### src/pco_pkg.sv
package pco_pkg;

    // ==========================================================
    // register bus geometry
    localparam int PCO_AW = 8;
    localparam int PCO_DW = 32;

    // ==========================================================
    // register byte offsets
    localparam logic [7:0] PCO_OFF_CTRL = 8'h00;
    localparam logic [7:0] PCO_OFF_CMD = 8'h04;
    localparam logic [7:0] PCO_OFF_PRESET_COUNT = 8'h08;
    localparam logic [7:0] PCO_OFF_PULSE_WIDTH = 8'h0C;
    localparam logic [7:0] PCO_OFF_TOTAL = 8'h10;
    localparam logic [7:0] PCO_OFF_PRESET_POINT = 8'h14;
    localparam logic [7:0] PCO_OFF_STATUS = 8'h18;

    // ==========================================================
    // control register fields
    localparam int PCO_CTRL_MODE_BIT = 0;
    localparam int PCO_CTRL_OUTSEL_BIT = 1;
    localparam int PCO_CTRL_FUNC_LSB = 2;
    localparam int PCO_CTRL_FUNC_W = 2;
    localparam int PCO_CTRL_POL_BIT = 4;
    localparam int PCO_CTRL_W = 5;
    localparam logic [4:0] PCO_CTRL_RESET = 5'h10;

    // ==========================================================
    // command register bits, write-one pulses
    localparam int PCO_CMD_CLEAR_BIT = 0;
    localparam int PCO_CMD_START_BIT = 1;
    localparam int PCO_CMD_STOP_BIT = 2;

    // ==========================================================
    // status register bits
    localparam int PCO_STAT_OUT_BIT = 0;
    localparam int PCO_STAT_RUN_BIT = 1;
    localparam int PCO_STAT_HOLD_BIT = 2;
    localparam int PCO_STAT_PULSE_BIT = 3;

    // ==========================================================
    // input function codes and modes
    localparam logic [1:0] PCO_FUNC_NONE = 2'h0;
    localparam logic [1:0] PCO_FUNC_CLEAR_RUN = 2'h2;

    typedef enum logic [0:0] {
        PCO_MODE_LEVEL = 1'b0,
        PCO_MODE_ONESHOT = 1'b1
    } pco_mode_e;

    // ==========================================================
    // reset values and timing
    localparam logic [31:0] PCO_PRESET_COUNT_RESET = 32'h0000_0064;
    localparam logic [15:0] PCO_PULSE_WIDTH_RESET = 16'h0032;
    localparam int PCO_CLK_MHZ = 100;
    localparam int PCO_MS_NS = 1000000;
    localparam int PCO_CLK_PERIOD_NS = 1000 / PCO_CLK_MHZ;
    localparam int PCO_CYC_PER_MS = PCO_MS_NS / PCO_CLK_PERIOD_NS;

endpackage

### src/pco_preset_count_output.sv
module pco_preset_count_output
    import pco_pkg::*;
#(
    parameter int CYC_PER_MS = PCO_CYC_PER_MS
) (
    input wire logic clk_sys,
    input wire logic rst_b,
    input wire logic [pco_pkg::PCO_AW-1:0] reg_addr,
    input wire logic [pco_pkg::PCO_DW-1:0] reg_wdata,
    input wire logic reg_wr,
    input wire logic reg_rd,
    output logic [pco_pkg::PCO_DW-1:0] reg_rdata,
    input wire logic count_tick,
    input wire logic external_control_input,
    input wire logic [pco_pkg::PCO_DW-1:0] nv_total_in,
    input wire logic nv_total_load,
    output logic [pco_pkg::PCO_DW-1:0] nv_total_out,
    output logic nv_total_write,
    output logic contact_output_one,
    output logic contact_output_two
);
    import pco_pkg::*;

    // ==========================================================
    // address decode helper
    function automatic logic addr_hit(input logic [PCO_AW-1:0] a, input logic [7:0] off);
        addr_hit = (a == off);
    endfunction

    // ==========================================================
    // declarations
    logic [PCO_CTRL_W-1:0] ctrl_r;
    logic [PCO_CTRL_W-1:0] ctrl_nxt;
    logic [PCO_DW-1:0] preset_count_r;
    logic [PCO_DW-1:0] preset_count_nxt;
    logic [15:0] pulse_width_r;
    logic [15:0] pulse_width_nxt;
    logic [PCO_DW-1:0] total_r;
    logic [PCO_DW-1:0] total_nxt;
    logic [PCO_DW-1:0] point_r;
    logic [PCO_DW-1:0] point_nxt;
    logic [PCO_DW-1:0] point_sum;
    logic running_r;
    logic running_nxt;
    logic level_out_r;
    logic level_out_nxt;
    logic out_one_r;
    logic out_two_r;
    logic nv_write_r;
    logic [PCO_DW-1:0] rdata_r;
    logic [PCO_DW-1:0] rdata_nxt;

    logic sel_ctrl;
    logic sel_cmd;
    logic sel_count;
    logic sel_width;
    logic sel_total;
    logic sel_point;
    logic sel_status;
    logic wr_ctrl;
    logic wr_cmd;
    logic wr_count;
    logic wr_width;

    pco_mode_e mode;
    logic out_sel_two;
    logic [1:0] func_sel;
    logic pol_high;
    logic ctl_level;
    logic ext_clear_active;
    logic local_clear;
    logic local_start;
    logic local_stop;
    logic any_clear;
    logic counting;
    logic reached;
    logic shot_fire;
    logic shot_active;
    logic preset_out;
    logic [PCO_DW-1:0] status_word;

    // ==========================================================
    // external control input crosses in through two flops
    pco_sync u_ctl_sync (
        .clk_sys(clk_sys),
        .rst_b(rst_b),
        .pin_in(external_control_input),
        .level_out(ctl_level)
    );

    // ==========================================================
    // register select lines
    assign sel_ctrl = addr_hit(reg_addr, PCO_OFF_CTRL);
    assign sel_cmd = addr_hit(reg_addr, PCO_OFF_CMD);
    assign sel_count = addr_hit(reg_addr, PCO_OFF_PRESET_COUNT);
    assign sel_width = addr_hit(reg_addr, PCO_OFF_PULSE_WIDTH);
    assign sel_total = addr_hit(reg_addr, PCO_OFF_TOTAL);
    assign sel_point = addr_hit(reg_addr, PCO_OFF_PRESET_POINT);
    assign sel_status = addr_hit(reg_addr, PCO_OFF_STATUS);

    // write enables per register
    assign wr_ctrl = reg_wr && sel_ctrl;
    assign wr_cmd = reg_wr && sel_cmd;
    assign wr_count = reg_wr && sel_count;
    assign wr_width = reg_wr && sel_width;

    // ==========================================================
    // control fields
    assign mode = pco_mode_e'(ctrl_r[PCO_CTRL_MODE_BIT]);
    assign out_sel_two = ctrl_r[PCO_CTRL_OUTSEL_BIT];
    assign func_sel = ctrl_r[PCO_CTRL_FUNC_LSB +: PCO_CTRL_FUNC_W];
    assign pol_high = ctrl_r[PCO_CTRL_POL_BIT];

    // configuration register next values
    assign ctrl_nxt = wr_ctrl ? reg_wdata[PCO_CTRL_W-1:0] : ctrl_r;
    assign preset_count_nxt = wr_count ? reg_wdata : preset_count_r;
    assign pulse_width_nxt = wr_width ? reg_wdata[15:0] : pulse_width_r;

    // configuration registers
    always_ff @(posedge clk_sys or negedge rst_b) begin
        if (!rst_b) begin
            ctrl_r <= PCO_CTRL_RESET;
            preset_count_r <= PCO_PRESET_COUNT_RESET;
            pulse_width_r <= PCO_PULSE_WIDTH_RESET;
        end else begin
            ctrl_r <= ctrl_nxt;
            preset_count_r <= preset_count_nxt;
            pulse_width_r <= pulse_width_nxt;
        end
    end

    // ==========================================================
    // local operation switch commands, one-cycle pulses
    assign local_clear = wr_cmd && reg_wdata[PCO_CMD_CLEAR_BIT];
    assign local_start = wr_cmd && reg_wdata[PCO_CMD_START_BIT];
    assign local_stop = wr_cmd && reg_wdata[PCO_CMD_STOP_BIT];

    // ==========================================================
    // external clear/hold: polarity picks which level clears
    // ignored unless the input serves as clear/run control
    assign ext_clear_active = (func_sel == PCO_FUNC_CLEAR_RUN) &&
                              (pol_high ? ctl_level : !ctl_level);

    // either source clears the total the same way
    assign any_clear = ext_clear_active || local_clear;

    // ==========================================================
    // run/stop state from the local switch
    // a stop wins over a start written in the same word
    assign running_nxt = local_stop ? 1'b0 :
                         local_start ? 1'b1 :
                         running_r;

    always_ff @(posedge clk_sys or negedge rst_b) begin
        if (!rst_b) begin
            running_r <= 1'b1;
        end else begin
            running_r <= running_nxt;
        end
    end

    // counting needs run state and no external hold
    assign counting = running_r && !ext_clear_active && count_tick;

    // ==========================================================
    // running total, restored from nonvolatile storage on load
    // a clear holds it at zero for as long as it lasts
    assign total_nxt = any_clear ? '0 :
                       nv_total_load ? nv_total_in :
                       counting ? total_r + 32'h0000_0001 :
                       total_r;

    always_ff @(posedge clk_sys or negedge rst_b) begin
        if (!rst_b) begin
            total_r <= '0;
        end else begin
            total_r <= total_nxt;
        end
    end

    // ==========================================================
    // every change of the total, except a load from storage, is pushed to storage
    always_ff @(posedge clk_sys or negedge rst_b) begin
        if (!rst_b) begin
            nv_write_r <= 1'b0;
        end else begin
            nv_write_r <= (total_nxt != total_r) && !nv_total_load;
        end
    end

    assign nv_total_out = total_r;
    assign nv_total_write = nv_write_r;

    // ==========================================================
    // preset point comparison
    assign reached = (total_r >= point_r) && !any_clear;

    // one-shot fires once per arrival; level mode only latches
    assign shot_fire = reached && (mode == PCO_MODE_ONESHOT);

    // next target is current point plus the preset count
    assign point_sum = point_r + preset_count_r;

    // point returns to one preset count on clear or new count
    assign point_nxt = (any_clear || wr_count) ? preset_count_nxt :
                       shot_fire ? point_sum :
                       point_r;

    always_ff @(posedge clk_sys or negedge rst_b) begin
        if (!rst_b) begin
            point_r <= PCO_PRESET_COUNT_RESET;
        end else begin
            point_r <= point_nxt;
        end
    end

    // ==========================================================
    // level-hold latch: set on arrival, dropped by a clear or by leaving level mode
    assign level_out_nxt = any_clear ? 1'b0 :
                           (reached && mode == PCO_MODE_LEVEL) ? 1'b1 :
                           (mode == PCO_MODE_LEVEL) ? level_out_r :
                           1'b0;

    always_ff @(posedge clk_sys or negedge rst_b) begin
        if (!rst_b) begin
            level_out_r <= 1'b0;
        end else begin
            level_out_r <= level_out_nxt;
        end
    end

    // ==========================================================
    // one-shot width timer; a new arrival restarts it, so a
    // width longer than the arrival spacing stays on
    pco_pulse_timer #(
        .CYC_PER_MS(CYC_PER_MS)
    ) u_shot (
        .clk_sys(clk_sys),
        .rst_b(rst_b),
        .start(shot_fire),
        .cancel(any_clear || mode == PCO_MODE_LEVEL),
        .width_ms(pulse_width_r),
        .active(shot_active)
    );

    // ==========================================================
    // preset output from the active mode
    assign preset_out = (mode == PCO_MODE_ONESHOT) ? shot_active : level_out_r;

    // route to the chosen contact output, registered
    always_ff @(posedge clk_sys or negedge rst_b) begin
        if (!rst_b) begin
            out_one_r <= 1'b0;
            out_two_r <= 1'b0;
        end else begin
            out_one_r <= preset_out && !out_sel_two;
            out_two_r <= preset_out && out_sel_two;
        end
    end

    assign contact_output_one = out_one_r;
    assign contact_output_two = out_two_r;

    // ==========================================================
    // status word
    assign status_word = {
        28'h000_0000,
        shot_active,
        ext_clear_active,
        running_r,
        preset_out
    };

    // read multiplexer; unmapped and command offsets read zero
    assign rdata_nxt = !reg_rd ? '0 :
                       sel_ctrl ? {27'h000_0000, ctrl_r} :
                       sel_count ? preset_count_r :
                       sel_width ? {16'h0000, pulse_width_r} :
                       sel_total ? total_r :
                       sel_point ? point_r :
                       sel_status ? status_word :
                       '0;

    // read data stands only in the cycle after the strobe
    always_ff @(posedge clk_sys or negedge rst_b) begin
        if (!rst_b) begin
            rdata_r <= '0;
        end else begin
            rdata_r <= rdata_nxt;
        end
    end

    assign reg_rdata = rdata_r;

endmodule

### src/pco_sync.sv
// ==========================================================
// two flip-flop synchroniser for a level from a pin
module pco_sync (
    input wire logic clk_sys,
    input wire logic rst_b,
    input wire logic pin_in,
    output logic level_out
);
    logic meta_r;
    logic level_r;

    // first stage feeds only the second stage
    always_ff @(posedge clk_sys or negedge rst_b) begin
        if (!rst_b) begin
            meta_r <= 1'b0;
            level_r <= 1'b0;
        end else begin
            meta_r <= pin_in;
            level_r <= meta_r;
        end
    end

    assign level_out = level_r;
endmodule

### src/pco_pulse_timer.sv
// ==========================================================
// one-shot width timer counted in milliseconds
module pco_pulse_timer #(
    parameter int CYC_PER_MS = 100000
) (
    input wire logic clk_sys,
    input wire logic rst_b,
    input wire logic start,
    input wire logic cancel,
    input wire logic [15:0] width_ms,
    output logic active
);
    logic [16:0] pre_r;
    logic [16:0] pre_nxt;
    logic [15:0] left_r;
    logic [15:0] left_nxt;
    logic ms_tick;

    // a zero width still gives one millisecond
    assign ms_tick = (pre_r == 17'(CYC_PER_MS - 1));
    assign pre_nxt = (start || ms_tick) ? 17'h0_0000 : pre_r + 17'h0_0001;
    assign left_nxt = cancel ? 16'h0000 :
                      start ? ((width_ms == 16'h0000) ? 16'h0001 : width_ms) :
                      (ms_tick && left_r != 16'h0000) ? left_r - 16'h0001 : left_r;

    // prescaler restarts with every trigger so the width is whole
    always_ff @(posedge clk_sys or negedge rst_b) begin
        if (!rst_b) begin
            pre_r <= 17'h0_0000;
            left_r <= 16'h0000;
        end else begin
            pre_r <= pre_nxt;
            left_r <= left_nxt;
        end
    end

    assign active = (left_r != 16'h0000);
endmodule

### config.mk
export PLATFORM = sky130hd
export DESIGN_NAME = pco_preset_count_output
export DESIGN_NICKNAME = d
export VERILOG_FILES = /design/src/pco_pkg.sv /design/src/pco_preset_count_output.sv /design/src/pco_sync.sv /design/src/pco_pulse_timer.sv
export SDC_FILE = /design/constraint.sdc
export NUM_CORES = 1
export LEC_CHECK = 0
export BUFFER_PORTS_ARGS = -buffer_cell sky130_fd_sc_hd__buf_2
export CAP_MARGIN = 20
export CORE_AREA = 3 3 161 163
export CTS_BUF_LIST = sky130_fd_sc_hd__clkbuf_8
export CTS_CLUSTER_SIZE = 8
export DETAILED_ROUTE_END_ITERATION = 8
export DIE_AREA = 0 0 164 166
export HOLD_SLACK_MARGIN = 0.06
export PLACE_DENSITY = 0.68
export SYNTH_ARGS = -nofsm -noshare
export SYNTH_HDL_FRONTEND = slang
export SYNTH_HIERARCHICAL = 1
export SYNTH_SLANG_ARGS = --single-unit
### constraint.sdc
create_clock -name clk_sys -period 3.55 [get_ports clk_sys]
set_input_delay 0.71 -clock clk_sys [delete_from_list [all_inputs] [get_ports clk_sys]]
set_output_delay 0.71 -clock clk_sys [all_outputs]
set_load 0.1 [all_outputs]
==> results.yml <==
synthesis:
  synth_top_area_frac: 0.3629
  synth_area_leader_cell: "dfrtp_1"
  synth-async-reset-ratio: 1.000
  ys_warn_count: 6
  ys.flop_type: "dfrtp_1"
  yosysMostFrequentCell: "dfrtp_1"
  synthCells: 1325
  avgSynthCellArea_um2: 9.263
  synth-seq-cells: 189
  synthesis.nets: 1471
  synthTopCellsByArea: "dfrtp_1 (36%), ha_1 (6.7%), mux2_2 (6.2%), nor2_1 (4.6%), xnor2_1 (3.1%)"
  synth_cell_type_count: 80
  synth_common_cells: "dfrtp_1 (178), nor2_1 (151), nand2_1 (87), inv_1 (77), a21oi_1 (70)"
  syn-cell-area_um2: 12270
  ys_seq_area_frac: 0.3865
  synth-edff-count: 0
routing:
  routedWlPerCell_um: 21.52
  wl_mm: 39.18
  via_per_inst: 6.171
  firstDrtPassIters: 6
  postRouteAntennaNets: 0
  drc: 0
  vias: 11240
  wl_met1_mm: 17.79
  routed-wl-met3_mm: 3.444
  drt-initial-drc-count: 1268
  wl_met2_mm: 16.90
  highest_layer: "met5"
clocking:
  cts_buffer_depth: 2
  htree_levels: 4
  cts_tree: "built"
  clk_pin_slew_ns: 0.12
  clk_latency_ns: 0.48
  post_cts_buffers: 0
  numCtsBuffers: 17
  ctsHoldBuffers: 0
  cts_root_buffer: "clkbuf_8"
  ctsResizeCount: 0
  clkSinkCount: 189
timing:
  fin_crit_ns: 3.272
  clock.fmax_mhz: 305.6
  timing_hold_violations_final: 0
  maxSlewHeadroom: 0.4100
  fin_crit_sh: 0.9217
  rsz0062_at_grt: "false"
  worst_pin_slew_ns: 0.8769
  slew_violations: 0
  setup_violations: 0
  fin_skew_ns: 0.02500
floorplan:
  die_height_um: 166
  dieWidth_um: 164
  initial_core_util: 0.5017
  io_pins: 146
  core_area_um2: 24460
  rows: 57
  floorplan.die_area_um2: 27220
power_and_ir_drop:
  p_sw_frac: 0.4030
  p_switching_w: 0.002597
  ir_drop_mv: 0.2700
  p_seq_frac: 0.419
  intPower_w: 0.003848
  p_comb_frac: 0.351
  clock_power_share: 0.229
  power_w: 0.006445
  powerDensity_nw_per_um2: 458.3
  p_leak_nw: 6.630
hold_path:
  hold_path_class: "input pin to asynchronous set/reset pin"
cells_and_area:
  drive_gt1_frac: 0.2361
  stdcell_count: 1821
  syn_to_final_growth_pct: 14.58
  final_nets: 1628
critical_path:
  regToRegStartpoint: "point_r[0]"
  crit_fanout: 4
  end_kind: "register"
  cp.required_ns: 3.94
  critPathKind: "register to register"
  r2r_setup_slack_ns: 0.28
  startpoint_type: "register"
  reg2reg_to: "point_r[18]"
  ff2ff_path_depth: 13
  worstPathArrival_ns: 3.66
grt:
  grt_max_degree: 63
  grt_util_all_layers: 0.2845
  overflow: 0
  antenna_found_initial: 3
  grt_pass1_wl_mm: 60.89
  first_global_vias: 10910
placement:
  hpwl_mm: 29.25
  numPortBuffers: 145
  dp_cells: 1787
  gp_congestion: 0.9257
run_status:
  outcome: "finished, final reports clean"
job:
  maxCapViolations: 0
[final cells by class]
cell class	instances	area, µm²
Clock buffer	18	247.7
Timing Repair Buffer	206	1217
Multi-Input combinational cell	991	6979
Fill cell	2170	10400
Antenna cell	2	5.005
Sequential cell	189	4765
Tap cell	324	405.4
Clock inverter	14	153.9
Inverter	77	289.0
[flip-flops by register name, indices dropped and copies added, names as in the netlist]
name and cells:
level_out_r 1, reg_rdata 32, u_ctl_sync/level_out 1, contact_output_two 1
nv_total_out 32, running_r 1, u_shot/pre_r 17, preset_count_r 32
u_ctl_sync/meta_r 1, nv_total_write 1, contact_output_one 1, u_shot/left_r 16
ctrl_r 5, pulse_width_r 16, point_r 32
[per-stage QoR]
| step | area (µm²) | hold slack, ns | setup TNS, ns | setup WS, ns | utilization |
|---|---|---|---|---|---|
| global placement | 13660 | 0.3420 | 0 | 0.4867 | 0.5582 |
| global route | 14060 | 0.2263 | 0 | 0.04512 | 0.5747 |
| CTS | 14060 | 0.2060 | 0 | 0.3459 | 0.5747 |
| detailed placement | 13660 | 0.3370 | 0 | 0.4124 | 0.5582 |
| floorplan | 12290 | 0.3312 | -0.009156 | -0.009156 | - |
| finish | 14060 | 0.2095 | 0 | 0.2780 | 0.5749 |
[cell usage in the layout, fill, tap and decap left out, drive strengths merged, types with 8 or more instances in the layout]
master and count:
o22ai 12, nand2 87, nand2b 8, xor2 27, nor3 28, a21oi 70, a21o 27, buf 205
a211oi 33, or3 14, nor2b 9, a21boi 9, a221oi 15, o2bb2ai 8, a2bb2oi 8, inv 83
nor2 152, ha 66, dfrtp 178, a22oi 13, nand3 29, mux2 68, a222oi 11, mux2i 34
nor4 23, and4 10, dfstp 11, a31oi 10, o21ai 42, xnor2 44, a2111oi 8, o211ai 9
nand4 27, and3 16, clkbuf 19
[power by group through the flow]
stage / Combinational (W) / Clock [W] / Sequential (W)
2_1_floorplan: 0.00132 / 0 / 0.00296
3_5_place_dp: 0.00223 / 0 / 0.00273
3_3_place_gp: 0.00219 / 0 / 0.00272
5_1_grt: 0.00247 / 0.00160 / 0.00274
6_report: 0.00226 / 0.00148 / 0.00270
4_1_cts: 0.00224 / 0.00150 / 0.00269
[worst max-delay path by stage]
stage	cells past startpoint	endpoint	from
6_report	13	point_r[18]	point_r[0]
2_1_floorplan	12	u_shot/left_r[2]	nv_total_out[29]
4_1_cts	13	u_shot/left_r[2]	point_r[14]
5_1_grt	13	u_shot/left_r[7]	point_r[14]
3_5_place_dp	12	point_r[0]	nv_total_out[0]
3_3_place_gp	9	nv_total_write	reg_addr[4]
[kinds of logic (layout without fill, tap and decap cells)]
group,after synthesis,count (layout),synth area share
adders and majority gates,67,67,0.06892
other,0,2,0
DFF,189,189,0.3865
and+or+nand+nor,436,436,0.1766
AOI/OAI and AO/OA,315,315,0.1803
xor gates and xnor gates,71,71,0.05128
muxes,102,102,0.09012
buffers and inverters,145,315,0.04628
[metal layers]
metal  GRT usage  up-vias
met5           0        -
met1      0.4196     5425
met4     0.08091        6
met3     0.06186       80
li1            -     5158
met2      0.4213      568
[critical path, cell delays in order, from the launching register on]
cell and delay [ns]:
dfrtp_1 0.42, ha_1 0.22, inv_1 0.06, fa_1 0.39
nor2b_1 0.16, o2111ai_1 0.16, a21oi_1 0.34, o41ai_2 0.20
buf_4 0.18, a2111oi_0 0.50, o21a_1 0.19, nor3_1 0.04
nand3b_1 0.15, a31oi_1 0.16
Power figures use the tool's default switching activity.
